`src/lpb_pkg.sv`:
```
// Package for the LCD pixel clock, AC bias and grayscale timing block.
// Assumes a 40 MHz system clock and a plain register port.
package lpb_pkg;
  localparam logic [3:0]  LPB_ADDR_CTRL    = 4'h0;
  localparam logic [3:0]  LPB_ADDR_PAL_LO  = 4'h1;
  localparam logic [3:0]  LPB_ADDR_PAL_HI  = 4'h2;
  localparam logic [3:0]  LPB_ADDR_STATUS  = 4'h3;
  localparam int          LPB_VBUF_LSB     = 0;
  localparam int          LPB_LLEN_LSB     = 13;
  localparam int          LPB_PPRE_LSB     = 19;
  localparam int          LPB_ACPRE_LSB    = 25;
  localparam int          LPB_GLOW_BIT     = 30;
  localparam int          LPB_GHIGH_BIT    = 31;
  localparam logic [31:0] LPB_CTRL_RESET   = 32'h0000_0000;
  localparam logic [31:0] LPB_PAL_RESET    = 32'h0000_0000;
  localparam int          LPB_PIX_PER_UNIT = 16;
  localparam int          LPB_LINES_DFLT   = 240;
  typedef enum logic [1:0] {LPB_BPP1, LPB_BPP2, LPB_BPP4} lpb_depth_t;
endpackage

```
`src/lpb_timing.sv`:
```
// LCD timing top: control word, pixel clock prescaler, line clock, AC bias, gray depth.
// Assumes the 40 MHz clock stands in for the fixed pixel source; registers on a plain port.
//
// Behaviour
// - pixel clock = source divided by prescale+1
// - prescale zero gives no pixel clock
// - bias toggles after n+1 line clock pulses
// - low depth bit selects 1 or 2/4 bpp
// - high depth bit selects 4 versus 2 bpp
// - pixels always pass through the palette
// - low time doubled after each line pulse
// - line length field gives pixels/16 minus one
`timescale 1ns/100ps
`default_nettype none
module lpb_timing
  import lpb_pkg::*;
#(
  parameter int LINES = LPB_LINES_DFLT
)
(
  input  wire logic        clk_i,
  input  wire logic        reset_n_i,
  input  wire logic        ce_i,
  input  wire logic [3:0]  addr_i,
  input  wire logic [31:0] wdata_i,
  input  wire logic        wr_i,
  input  wire logic        rd_i,
  output logic      [31:0] rdata_o,
  input  wire logic [3:0]  pixel_data_i,
  output logic             pixel_req_o,
  output logic             pixel_shift_clock_o,
  output logic             line_clock_pulse_o,
  output logic             frame_start_o,
  output logic             ac_bias_o,
  output logic      [3:0]  gray_level_o,
  output logic      [1:0]  bits_per_pixel_o
);
  typedef struct packed {
    logic [31:0] ctrl;
    logic [31:0] rdata;
    logic [6:0]  div_cnt;
    logic        pclk;
    logic        stretch;
    logic        stretched;
    logic [9:0]  pix_cnt;
    logic [9:0]  line_cnt;
    logic        lclk;
    logic        fstart;
    logic [4:0]  ac_cnt;
    logic        bias;
    logic [3:0]  pix_word;
  } lpb_state_t;

  lpb_state_t s_r;
  lpb_state_t s_nxt;
  logic       rst_n;
  logic       rst_sync1_r;
  logic       rst_sync2_r;
  logic [63:0] pal_table;
  logic [3:0]  pal_level;
  logic [3:0]  pal_index;
  lpb_depth_t  depth;

  // Release of the asynchronous reset through two flops
  always_ff @(posedge clk_i or negedge reset_n_i) begin
    if (!reset_n_i) begin
      rst_sync1_r <= 1'b0;
      rst_sync2_r <= 1'b0;
    end else begin
      rst_sync1_r <= 1'b1;
      rst_sync2_r <= rst_sync1_r;
    end
  end
  assign rst_n = rst_sync2_r;

  function automatic lpb_depth_t decode_depth(input logic [31:0] c);
    if (!c[LPB_GLOW_BIT]) begin
      decode_depth = LPB_BPP1;
    end else if (c[LPB_GHIGH_BIT]) begin
      decode_depth = LPB_BPP4;
    end else begin
      decode_depth = LPB_BPP2;
    end
  endfunction

  function automatic logic [1:0] depth_code(input lpb_depth_t d);
    case (d)
      LPB_BPP1: depth_code = 2'h0;
      LPB_BPP2: depth_code = 2'h1;
      LPB_BPP4: depth_code = 2'h3;
      default:  depth_code = 2'h0;
    endcase
  endfunction

  logic [5:0] pre;
  logic [5:0] llen;
  logic [4:0] acpre;
  logic [9:0] pix_last;
  assign pre      = s_r.ctrl[LPB_PPRE_LSB +: 6];
  assign llen     = s_r.ctrl[LPB_LLEN_LSB +: 6];
  assign acpre    = s_r.ctrl[LPB_ACPRE_LSB +: 5];
  assign pix_last = {llen, 4'hF};
  assign depth    = decode_depth(s_r.ctrl);

  // Every pixel index goes through the palette; no bypass exists
  always_comb begin
    case (depth)
      LPB_BPP1: pal_index = {3'h0, pixel_data_i[0]};
      LPB_BPP2: pal_index = {2'h0, pixel_data_i[1:0]};
      default:  pal_index = pixel_data_i;
    endcase
  end

  lpb_palette u_pal (
    .clk_i   (clk_i),
    .rst_n_i (rst_n),
    .ce_i    (ce_i),
    .wr_lo_i (wr_i && addr_i == LPB_ADDR_PAL_LO),
    .wr_hi_i (wr_i && addr_i == LPB_ADDR_PAL_HI),
    .wdata_i (wdata_i),
    .index_i (pal_index),
    .table_o (pal_table),
    .level_o (pal_level)
  );

  logic pclk_fall;
  logic [6:0] half_lim;
  logic [6:0] hi_len;

  always_comb begin
    s_nxt = s_r;
    s_nxt.lclk = 1'b0;
    s_nxt.fstart = 1'b0;
    pclk_fall = 1'b0;
    if (wr_i && addr_i == LPB_ADDR_CTRL) begin
      s_nxt.ctrl = wdata_i;
    end
    case (addr_i)
      LPB_ADDR_CTRL:   s_nxt.rdata = s_r.ctrl;
      LPB_ADDR_PAL_LO: s_nxt.rdata = pal_table[31:0];
      LPB_ADDR_PAL_HI: s_nxt.rdata = pal_table[63:32];
      LPB_ADDR_STATUS: s_nxt.rdata = {12'h000, s_r.line_cnt, s_r.pix_cnt};
      default:         s_nxt.rdata = 32'h0000_0000;
    endcase
    if (!rd_i) begin
      s_nxt.rdata = 32'h0000_0000;
    end
    // Whole period is pre+1 source cycles; odd counts give the low half the spare cycle
    hi_len   = ({1'b0, pre} + 7'h01) >> 1;
    half_lim = s_r.pclk ? hi_len - 7'h01 : {1'b0, pre} - hi_len;
    if (pre == 6'h00) begin
      s_nxt.div_cnt = 7'h00;
      s_nxt.pclk = 1'b0;
    end else if (s_r.div_cnt >= half_lim) begin
      s_nxt.div_cnt = 7'h00;
      if (s_r.pclk) begin
        s_nxt.pclk = 1'b0;
        pclk_fall = 1'b1;
      end else if (s_r.stretch && !s_r.stretched) begin
        s_nxt.stretched = 1'b1;
      end else begin
        s_nxt.pclk = 1'b1;
        s_nxt.stretch = 1'b0;
        s_nxt.stretched = 1'b0;
      end
    end else begin
      s_nxt.div_cnt = s_r.div_cnt + 7'h01;
    end
    if (pclk_fall) begin
      s_nxt.pix_word = pal_level;
      if (s_r.pix_cnt == pix_last) begin
        s_nxt.pix_cnt = 10'h000;
        s_nxt.lclk = 1'b1;
        s_nxt.stretch = 1'b1;
        if (s_r.ac_cnt >= acpre) begin
          s_nxt.ac_cnt = 5'h00;
          s_nxt.bias = !s_r.bias;
        end else begin
          s_nxt.ac_cnt = s_r.ac_cnt + 5'h01;
        end
        // Line count is a parameter; the AC prescale choice is software's
        if (s_r.line_cnt == 10'(LINES - 1)) begin
          s_nxt.line_cnt = 10'h000;
          s_nxt.fstart = 1'b1;
        end else begin
          s_nxt.line_cnt = s_r.line_cnt + 10'h001;
        end
      end else begin
        s_nxt.pix_cnt = s_r.pix_cnt + 10'h001;
      end
    end
  end

  always_ff @(posedge clk_i or negedge rst_n) begin
    if (!rst_n) begin
      s_r.ctrl      <= LPB_CTRL_RESET;
      s_r.rdata     <= 32'h0000_0000;
      s_r.div_cnt   <= 7'h00;
      s_r.pclk      <= 1'b0;
      s_r.stretch   <= 1'b0;
      s_r.stretched <= 1'b0;
      s_r.pix_cnt   <= 10'h000;
      s_r.line_cnt  <= 10'h000;
      s_r.lclk      <= 1'b0;
      s_r.fstart    <= 1'b0;
      s_r.ac_cnt    <= 5'h00;
      s_r.bias      <= 1'b0;
      s_r.pix_word  <= 4'h0;
    end else if (ce_i) begin
      s_r.ctrl      <= s_nxt.ctrl;
      s_r.rdata     <= s_nxt.rdata;
      s_r.div_cnt   <= s_nxt.div_cnt;
      s_r.pclk      <= s_nxt.pclk;
      s_r.stretch   <= s_nxt.stretch;
      s_r.stretched <= s_nxt.stretched;
      s_r.pix_cnt   <= s_nxt.pix_cnt;
      s_r.line_cnt  <= s_nxt.line_cnt;
      s_r.lclk      <= s_nxt.lclk;
      s_r.fstart    <= s_nxt.fstart;
      s_r.ac_cnt    <= s_nxt.ac_cnt;
      s_r.bias      <= s_nxt.bias;
      s_r.pix_word  <= s_nxt.pix_word;
    end
  end

  assign rdata_o             = s_r.rdata;
  // Gated so a frozen block never shows a standing request
  assign pixel_req_o         = pclk_fall && ce_i;
  assign pixel_shift_clock_o = s_r.pclk;
  assign line_clock_pulse_o  = s_r.lclk;
  assign frame_start_o       = s_r.fstart;
  assign ac_bias_o           = s_r.bias;
  assign gray_level_o        = s_r.pix_word;
  assign bits_per_pixel_o    = depth_code(depth);
endmodule
`default_nettype wire

```
`src/lpb_palette.sv`:
```
// Palette store: sixteen 4-bit gray levels, registered lookup.
// Assumes writes and lookups come from the same clock domain.
`timescale 1ns/100ps
`default_nettype none
module lpb_palette
  import lpb_pkg::*;
(
  input  wire logic        clk_i,
  input  wire logic        rst_n_i,
  input  wire logic        ce_i,
  input  wire logic        wr_lo_i,
  input  wire logic        wr_hi_i,
  input  wire logic [31:0] wdata_i,
  input  wire logic [3:0]  index_i,
  output logic      [63:0] table_o,
  output logic      [3:0]  level_o
);
  typedef struct packed {
    logic [63:0] pal;
    logic [3:0]  lvl;
  } lpb_pal_state_t;
  lpb_pal_state_t s_r;
  lpb_pal_state_t s_nxt;

  always_comb begin
    s_nxt = s_r;
    if (wr_lo_i) begin
      s_nxt.pal[31:0] = wdata_i;
    end
    if (wr_hi_i) begin
      s_nxt.pal[63:32] = wdata_i;
    end
    s_nxt.lvl = s_r.pal[{index_i, 2'b00} +: 4];
  end

  always_ff @(posedge clk_i or negedge rst_n_i) begin
    if (!rst_n_i) begin
      s_r <= '{pal: {LPB_PAL_RESET, LPB_PAL_RESET}, lvl: 4'h0};
    end else if (ce_i) begin
      s_r <= s_nxt;
    end
  end

  assign table_o = s_r.pal;
  assign level_o = s_r.lvl;
endmodule
`default_nettype wire

```
`config.mk`:
```
export PLATFORM = sky130hd
export DESIGN_NAME = lpb_timing
export DESIGN_NICKNAME = d
export VERILOG_FILES = /design/src/lpb_pkg.sv /design/src/lpb_timing.sv /design/src/lpb_palette.sv
export SDC_FILE = /design/constraint.sdc
export NUM_CORES = 1
export LEC_CHECK = 0
export ABC_AREA = 1
export BUFFER_PORTS_ARGS = -buffer_cell sky130_fd_sc_hd__buf_2
export CAP_MARGIN = 20
export CORE_ASPECT_RATIO = 0.7
export CORE_MARGIN = 1
export CORE_UTILIZATION = 55
export DETAILED_ROUTE_END_ITERATION = 10
export GPL_ROUTABILITY_DRIVEN = 0
export GPL_TIMING_DRIVEN = 0
export PLACE_DENSITY = 0.74
export REMOVE_ABC_BUFFERS = 1
export SYNTH_ARGS = -nofsm -noshare
export SYNTH_HDL_FRONTEND = slang
export SYNTH_HIERARCHICAL = 1
export SYNTH_SLANG_ARGS = --single-unit
```
`constraint.sdc`:
```
create_clock -name clk_i -period 5.7 [get_ports clk_i]
set_clock_uncertainty 0.2 [all_clocks]
set_input_delay 0.57 -clock clk_i [delete_from_list [all_inputs] [get_ports clk_i]]
set_output_delay 0.57 -clock clk_i [all_outputs]
set_load 0.01 [all_outputs]
```
[After elaboration in Yosys (flattened, before gate mapping)]
Index checks and enable logic that the tools add are counted.
Operators by class
  mux-type cells: 27
  order comparisons: 2
  equal/unequal tests: 7
  shift-type cells: 1
  reductions and logical operators: 19
  bitwise logic cells: 2
  add/subtract/negate cells: 7
Operators by type and width (number)
  $pmux W32 S4: 1
  $shiftx A64 B7 Y4: 1
  $mux W32: 1
  $add A10 B1 Y10 const B: 2
  $mux W10: 2
  $mux W8: 2
  $mux W7: 2
  $mux W12: 1
  $eq A10 B10 Y1: 1
  $eq A10 B8 Y1 const B: 1
  $mux W2: 5
  $reduce_and A2 Y1: 5
  $mux W1: 9
  $eq A4 B2 Y1 const B: 2
  $pmux W4 S2: 1
  $reduce_and A4 Y1: 2
  $add A6 B1 Y7 const B: 1
  $add A7 B1 Y7 const B: 1
  $ge A7 B7 Y1: 1
  $sub A6 B1 Y7 const B: 1
  $sub A6 B6 Y7: 1
  $logic_not A6 Y1: 1
  $add A5 B1 Y5 const B: 1
  $ge A5 B5 Y1: 1
  13 further kinds: 19
Storage, ports and cells
  flip-flop bits (word level): 176
  input bits: 45
  word-level logic and storage cells: 83
  output and inout port bits: 43

[Longest topological paths before layout]
Gate-level depths: netlist of run 1.
  depth after elaboration: 8
  gate-level depth with buffers: 23
  depth with buffers taken out: 22

[By module]
The synthesis of run 1 kept the hierarchy.
By module, submodules not included
  lpb_timing: cells each 847, instances 1, area an instance 6678.9 um2, sequential area each 2702.6 um2
  lpb_palette: cells each 403, instances 1, area an instance 3263.1 um2, sequential area each 1701.6 um2

[Worst setup path after synthesis of run 1]
No wires, ideal clock.
  kind: reg-to-output
  start: register s_r, in the netlist pre[1]
  end: output pixel_req_o
  data required time: 4.930 ns
  setup slack: 2.032 ns
  stages on the path, launching flop included: 20
  buffers on the path: 1
  data arrival time: 2.898 ns
  path through: dfrtp_1 -> ha_1 -> xor2_1 -> inv_1 -> fa_1 -> inv_1 -> o21ai_0 -> nand2_1 -> nand2_1 -> xnor2_1 -> nand2_1 -> nand2_1 -> ha_1 -> nand2_1 -> a21oi_1 -> nor3_2 -> nand3_2 -> nand2_4 -> nor2_4 -> buf_4
Between the ends
  longest elaborated chain between the ends: 7
  elaborated cells between the ends (all ways): 9
  those cells by class: add/sub (3); order compare (1); mux (3); reduce/logical (2)
Ends and longest elaborated chain
  start, declared: line lpb_timing.sv:54  | lpb_state_t s_r;
  $add A6 B1 Y7: line lpb_timing.sv:149  | hi_len = ({1'b0, pre} + 7'h01) >> 1;
  $sub A6 B6 Y7 / $sub A6 B1 Y7 (equally long branches): line lpb_timing.sv:150  | half_lim = s_r.pclk ? hi_len - 7'h01 : {1'b0, pre} - hi_len;
  $mux W7: line lpb_timing.sv:150
  $ge A7 B7 Y1: line lpb_timing.sv:154  | end else if (s_r.div_cnt >= half_lim) begin
  $mux W1: line lpb_timing.sv:154
  $mux W1 (*): line lpb_timing.sv:151  | if (pre == 6'h00) begin
  $logic_and A1 B1 Y1 (*): line lpb_timing.sv:228  | assign pixel_req_o = pclk_fall && ce_i;
  end, declared: line lpb_timing.sv:30  | output logic pixel_req_o,
Mark *: on every way between the ends. The rest lies on a longest branch, timed or not.

[Final worst setup path of run 1]
Ends and elaborated chain as after synthesis.

==> flow_metrics.tcl, run 1 <==
set metrics [dict create \
    p_leak_nw 5.66 \
    clk_latency_ns 0.44 \
    tightestPinTransition_ns 1.10 \
    endpoint_kind "primary output" \
    synth_cell_types 49 \
    synthesis.area_per_instance_um2 7.95 \
    critPathMaxStageDelay_ns 0.52 \
    drc 0 \
    comb_power_share 0.260 \
    grt_pass1_vias 7688 \
    cts_tree "yes" \
    syn_to_final_growth_pct 7.61 \
    cts_root_buf "clkbuf_16" \
    overflow 0 \
    hpwlAfterDp_um 16800 \
    synth_warnings 6 \
    nFillCells 1546 \
    cts_hold_buffers 1 \
    r2r_setup_slack_ns 1.59 \
    yosys-top-cells-count "nand2_1, dfrtp_1, inv_1" \
    critPathMostFrequentCell "nand2_1" \
    path_clk_slew_ns 0.07 \
    cp_max_fo 14 \
    power_density_nw_per_um2 349 \
    fin_nets 1335 \
    pin_count 88 \
    status "finished clean" \
    holdWs_ns 0.155 \
    dpl_cell_area_um2 10100 \
    num_rows 40 \
    synth_top_area_frac 0.443 \
    wl_met2_um 10700 \
    antenna_found_initial 0 \
    synthTopCellsByArea "dfrtp_1, nand2_1, o21ai_0" \
    h-tree-depth 4 \
    critPathKind "reg -> out" \
    cts_setup_buffers 0 \
    clockBufferDepth 2 \
    slew_viol_final 0 \
    peakVddDrop_mv 0.144 \
    power_switching_mw 1.31 \
    grt_max_degree 70 \
    max_freq_ghz 0.209 \
    die_area_um2 18600 \
    grt_pass1_wl_um 40400 \
    ys_seq_area_frac 0.443 \
    die_h_um 114 \
    dr_wl_met3_um 1900 \
    maxCapViolations 0 \
    met1_length_um 11800 \
    netlist_area_um2 9940 \
    via_per_inst 5.49 \
    firstDrtPassIters 5 \
    p_clk_frac 0.299 \
    rsz0062_at_grt "false" \
    ctsResizeCount 0 \
    finalHoldViolCount 0 \
    crit_family "simple AND/OR/NAND/NOR gates" \
    critPathLaunchType "flop" \
    fin_crit_ns 4.77 \
    final-setup-viol-count 0 \
    drive_gt1_frac 0.144 \
    n_antenna_cell 0 \
    core_um2 17400 \
    io_buffer_count 87 \
    synthFlopType "dfrtp_1" \
    stdcell_area_um2 10700 \
    cts.sinks 176 \
    cp.required_ns 4.93 \
    grt_usage 0.282 \
    crit_path_top_delay_cell "dfrtp_1" \
    die_w_um 163 \
    power_mw 3.73 \
    ys_seq_elements 176 \
    p_int_mw 2.42 \
    relSlewSlack 0.267 \
    seqPwrFrac 0.441 \
    synth-edff-count 0 \
    postRouteAntennaNets 0 \
    hold_path_class "reg -> reg" \
    timing.critical_path.buf_inv 3 \
    cts_made_buffers 17 \
    fin_crit_sh 0.838 \
    start_util 0.571 \
    first_iter_violations 788 \
    via_count 8308 \
    syn_inst 1250 \
    top_layer_used "met4" \
    wire_per_inst_um 16.5 \
    totalWireLength_um 25000 \
    synth_top_cell_by_area "dfrtp_1" \
    arrival_ns 4.00 \
    crit_chain "ha_1 -> xor2_1 -> inv_1 -> fa_1 -> inv_1 -> o21ai_0 -> nand2_1 -> nand2_1 -> nand2_1 -> nand3_1 -> nand2_1 -> nand2_1 -> ha_1 -> nand2_1 -> a21oi_1 -> nor3_2 -> nand3_2 -> nand2_4 -> nor2_4 -> buf_2" \
    synth.most_common_cell "nand2_1" \
    async_flop_share 1.00 \
    swShare 0.351 \
]
-- cell type report --
cell class	count	area (um^2)	share of cell area
sequential	176	4410	0.412
inverter	145	564	0.0527
multi-input combinational	834	4290	0.401
tap	231	289	0.0270
clock buffer	24	502	0.0469
clock inverter	8	55.1	0.00515
timing repair buffer	94	596	0.0557
-- worst paths after layout --
kind,depth (start not counted),endpoint,start
hold reg to reg,0,rst_n$_DFF_PN0_,rst_sync1_r$_DFF_PN0_
setup reg to reg,22,s_r[12]$_DFFE_PN0P_,pre[1]$_DFFE_PN0P_
max in group asynchronous,1,u_pal/table_o[36]$_DFFE_PN0P_,rst_n$_DFF_PN0_
min in group asynchronous,0,acpre[1]$_DFFE_PN0P_,rst_n$_DFF_PN0_
setup / recovery,20,pixel_req_o,pre[1]$_DFFE_PN0P_
hold / removal,0,rst_n$_DFF_PN0_,rst_sync1_r$_DFF_PN0_
-- power groups by stage --
stage | Sequential, mW | Combinational (mW) | Clock [mW]
after CTS | 1.64 | 0.960 | 1.12
after global routing | 1.67 | 1.11 | 1.18
after floorplan | 1.62 | 0.698 | 0
after global placement | 1.67 | 0.900 | 0
final | 1.64 | 0.970 | 1.12
after detailed placement | 1.66 | 0.954 | 0
-- sequential cells by signal, summed over array words and instances, names as in the netlist --
name                 count
rst_n                    1
ac_bias_o                1
s_r                     49
line_clock_pulse_o       1
rdata_o                 32
pixel_shift_clock_o      1
gray_level_o             4
rst_sync1_r              1
acpre                    5
frame_start_o            1
u_pal/table_o           64
llen                     6
u_pal/level_o            4
pre                      6
-- metal layers --
metal / global-route usage / vias to the layer above
met3: 0.0464 / 41
met2: 0.412 / 331
li1: - / 3998
met1: 0.423 / 3938
met5: 0 / -
met4: 0.0928 / 0
-- cells in the final DEF (no fill, tap or decap), types with 17 or more instances in the layout --
master / synthesis / final
clkbuf_16: 0 / 17
o22ai_1: 31 / 31
xor2_1: 18 / 18
inv_1: 140 / 140
buf_2: 14 / 87
nand2_1: 373 / 373
nor2_1: 51 / 51
nand3_1: 87 / 86
a21oi_1: 37 / 37
dfrtp_1: 176 / 175
o21ai_0: 116 / 116
ha_1: 21 / 21
-- kinds of logic after synthesis --
group / count (synthesis) / share of synthesized area
simple gates: 565 / 0.247
other cells: 1 / 0.000377
fa+ha+maj: 22 / 0.0284
xor+xnor: 25 / 0.0220
compound gates: 203 / 0.112
flops: 176 / 0.443
mux: 18 / 0.0208
buf+inv: 240 / 0.126
-- metrics by stage --
step                setup TNS (ns)  instances  setup slack (ns)  utilization
floorplan                        0       1155             0.233            -
global placement           -318.82       1473             -1.84        0.573
detailed placement               0       1477              1.44        0.579
CTS                              0       1510             0.930        0.612
global route                     0       1512             0.645        0.614
finish                           0       1512             0.925        0.614
(Power assumes the default switching activity.)
==> run 2, diff against run 1 <==
==> constraint.sdc (replaced) <==
create_clock -name clk_i -period 3.95 [get_ports clk_i]
set_clock_uncertainty 0.2 [all_clocks]
set_input_delay 0.395 -clock clk_i [delete_from_list [all_inputs] [get_ports clk_i]]
set_output_delay 0.395 -clock clk_i [all_outputs]
set_load 0.01 [all_outputs]
==> flow_metrics.tcl, run 2 (synthesis results as in run 1) <==
set metrics [dict create \
    regArea_um2 4410 \
    fin_crit_sh 0.976 \
    p_leak_nw 5.73 \
    final_common_cell "nand2_1" \
    core_um2 17400 \
    relSlewSlack 0.283 \
    cts_root_buf "clkbuf_16" \
    power_density_nw_per_um2 508 \
    cts.sinks 176 \
    final-setup-viol-count 0 \
    postLayoutCoreUtil 0.628 \
    start_util 0.571 \
    tightestPinTransition_ns 1.07 \
    cp.required_ns 3.36 \
    firstDrtPassIters 5 \
    critPathLaunchType "flop" \
    min-delay-start "wdata_i[17]" \
    die_w_um 163 \
    first_iter_violations 871 \
    n_antenna_cell 0 \
    clockBufferDepth 2 \
    max_freq_ghz 0.259 \
    critPathKind "reg -> out" \
    cts_made_buffers 17 \
    via_per_inst 5.54 \
    endpoint_kind "primary output" \
    holdPathEnd "llen[4]$_DFFE_PN0P_" \
    postRouteAntennaNets 0 \
    path_clk_slew_ns 0.07 \
    dpl_cell_area_um2 10100 \
    hpwlAfterDp_um 16800 \
    nFillCells 1512 \
    cts_tree "yes" \
    totalWireLength_um 25400 \
    grt_max_degree 70 \
    stdcell_area_um2 10900 \
    grt_usage 0.284 \
    violations "hold timing" \
    final_cell_mix "nand2_1, dfrtp_1, inv_1, o21ai_0" \
    die_h_um 114 \
    dp_cells 1477 \
    io_buffer_count 87 \
    drc 0 \
    arrival_ns 3.26 \
    final_cells 1526 \
    hold_path_class "in -> reg" \
    holdWs_ns -0.000206 \
    slew_viol_final 0 \
    via_count 8451 \
    multiInputGateArea_um2 4390 \
    rr_endpoint "s_r[17]$_DFFE_PN0P_" \
    fin_nets 1349 \
    finalHoldViolCount 1 \
    status "finished, violations left" \
    largest_reg_flops 64 \
    cp_max_fo 3 \
    grt_pass1_wl_um 40700 \
    whs_path_depth 2 \
    r2r_setup_slack_ns 0.24 \
    maxCapViolations 0 \
    clk_latency_ns 0.44 \
    r2r_cells 21 \
    fin_crit_ns 3.85 \
    grt_pass1_vias 7740 \
    reg2reg_from "pre[1]$_DFFE_PN0P_" \
    antenna_found_initial 0 \
    wire_per_inst_um 16.7 \
    syn_to_final_growth_pct 10.1 \
    pin_count 88 \
    peakVddDrop_mv 0.210 \
    drive_gt1_frac 0.165 \
    num_rows 40 \
    h-tree-depth 4 \
    overflow 0 \
    die_area_um2 18600 \
]
[run 2: power by group]
part | total [mW] | switching, mW | internal [mW]
Combinational | 1.56 | 0.942 | 0.618
Clock | 1.62 | 0.729 | 0.888
Sequential | 2.38 | 0.298 | 2.08
[run 2: cell type report]
| cell class | count | area share |
|---|---|---|
| clock inverters | 8 | 0.00503 |
| inverters | 145 | 0.0520 |
| flip-flops and latches | 176 | 0.403 |
| clock buffers | 24 | 0.0459 |
| well taps | 231 | 0.0264 |
| multi-input cells | 834 | 0.401 |
| repair buffers | 108 | 0.0663 |
[run 2: critical path, stage by stage, from the launching register on]
cell	delay [ns]
dfrtp_2	0.43
ha_4	0.18
xor2_2	0.16
inv_2	0.06
fa_2	0.35
inv_2	0.07
o21ai_1	0.09
nand2_1	0.10
nand2_2	0.06
xnor2_1	0.12
nand2_1	0.07
nand2_2	0.08
ha_4	0.28
nand2_2	0.05
a21oi_2	0.14
nor3_2	0.06
nand3_2	0.10
nand2_4	0.07
nor2_4	0.19
buf_6	0.13
[run 2: layer usage]
layer | track usage | vias to the layer above | part of all wire | routed length (um)
met5 | 0 | - | 0 | 0
met4 | 0.0941 | 0 | 0.021 | 526
met3 | 0.0467 | 40 | 0.073 | 1850
met2 | 0.415 | 340 | 0.43 | 11100
met1 | 0.426 | 4036 | 0.47 | 12000
li1 | - | 4035 | - | -
[run 2: what timing repair did]
| action | CTS | global route |
|---|---|---|
| setup endpoints to repair | 20 | 12 |
| endpoints found under the hold margin | 8 | 0 |
| gates resized for setup | 9 | 21 |
| pin swaps | 2 | 9 |
| hold buffers | 7 | 0 |
| setup buffers | 5 | 3 |
[run 2: metrics by stage]
step / setup TNS (ns) / setup WS (ns) / power, mW
floorplan: -264.01 / -1.52 / 3.34
global placement: -623.92 / -3.59 / 3.70
detailed placement: -1.06 / -0.132 / 3.77
CTS: 0 / 0.0233 / 5.45
global route: -0.0457 / -0.0457 / 5.88
finish: 0 / 0.0956 / 5.55
[run 2: how the worst max path moves through the flow]
stage | start | to
after floorplan | rst_n$_DFF_PN0_ | ac_bias_o$_DFFE_PN0P_
after global placement | rst_n$_DFF_PN0_ | rdata_o[4]$_DFFE_PN0P_
after detailed placement | pre[1]$_DFFE_PN0P_ | pixel_req_o
after CTS | pre[1]$_DFFE_PN0P_ | pixel_req_o
after global routing | pre[0]$_DFFE_PN0P_ | pixel_req_o
final | pre[1]$_DFFE_PN0P_ | pixel_req_o
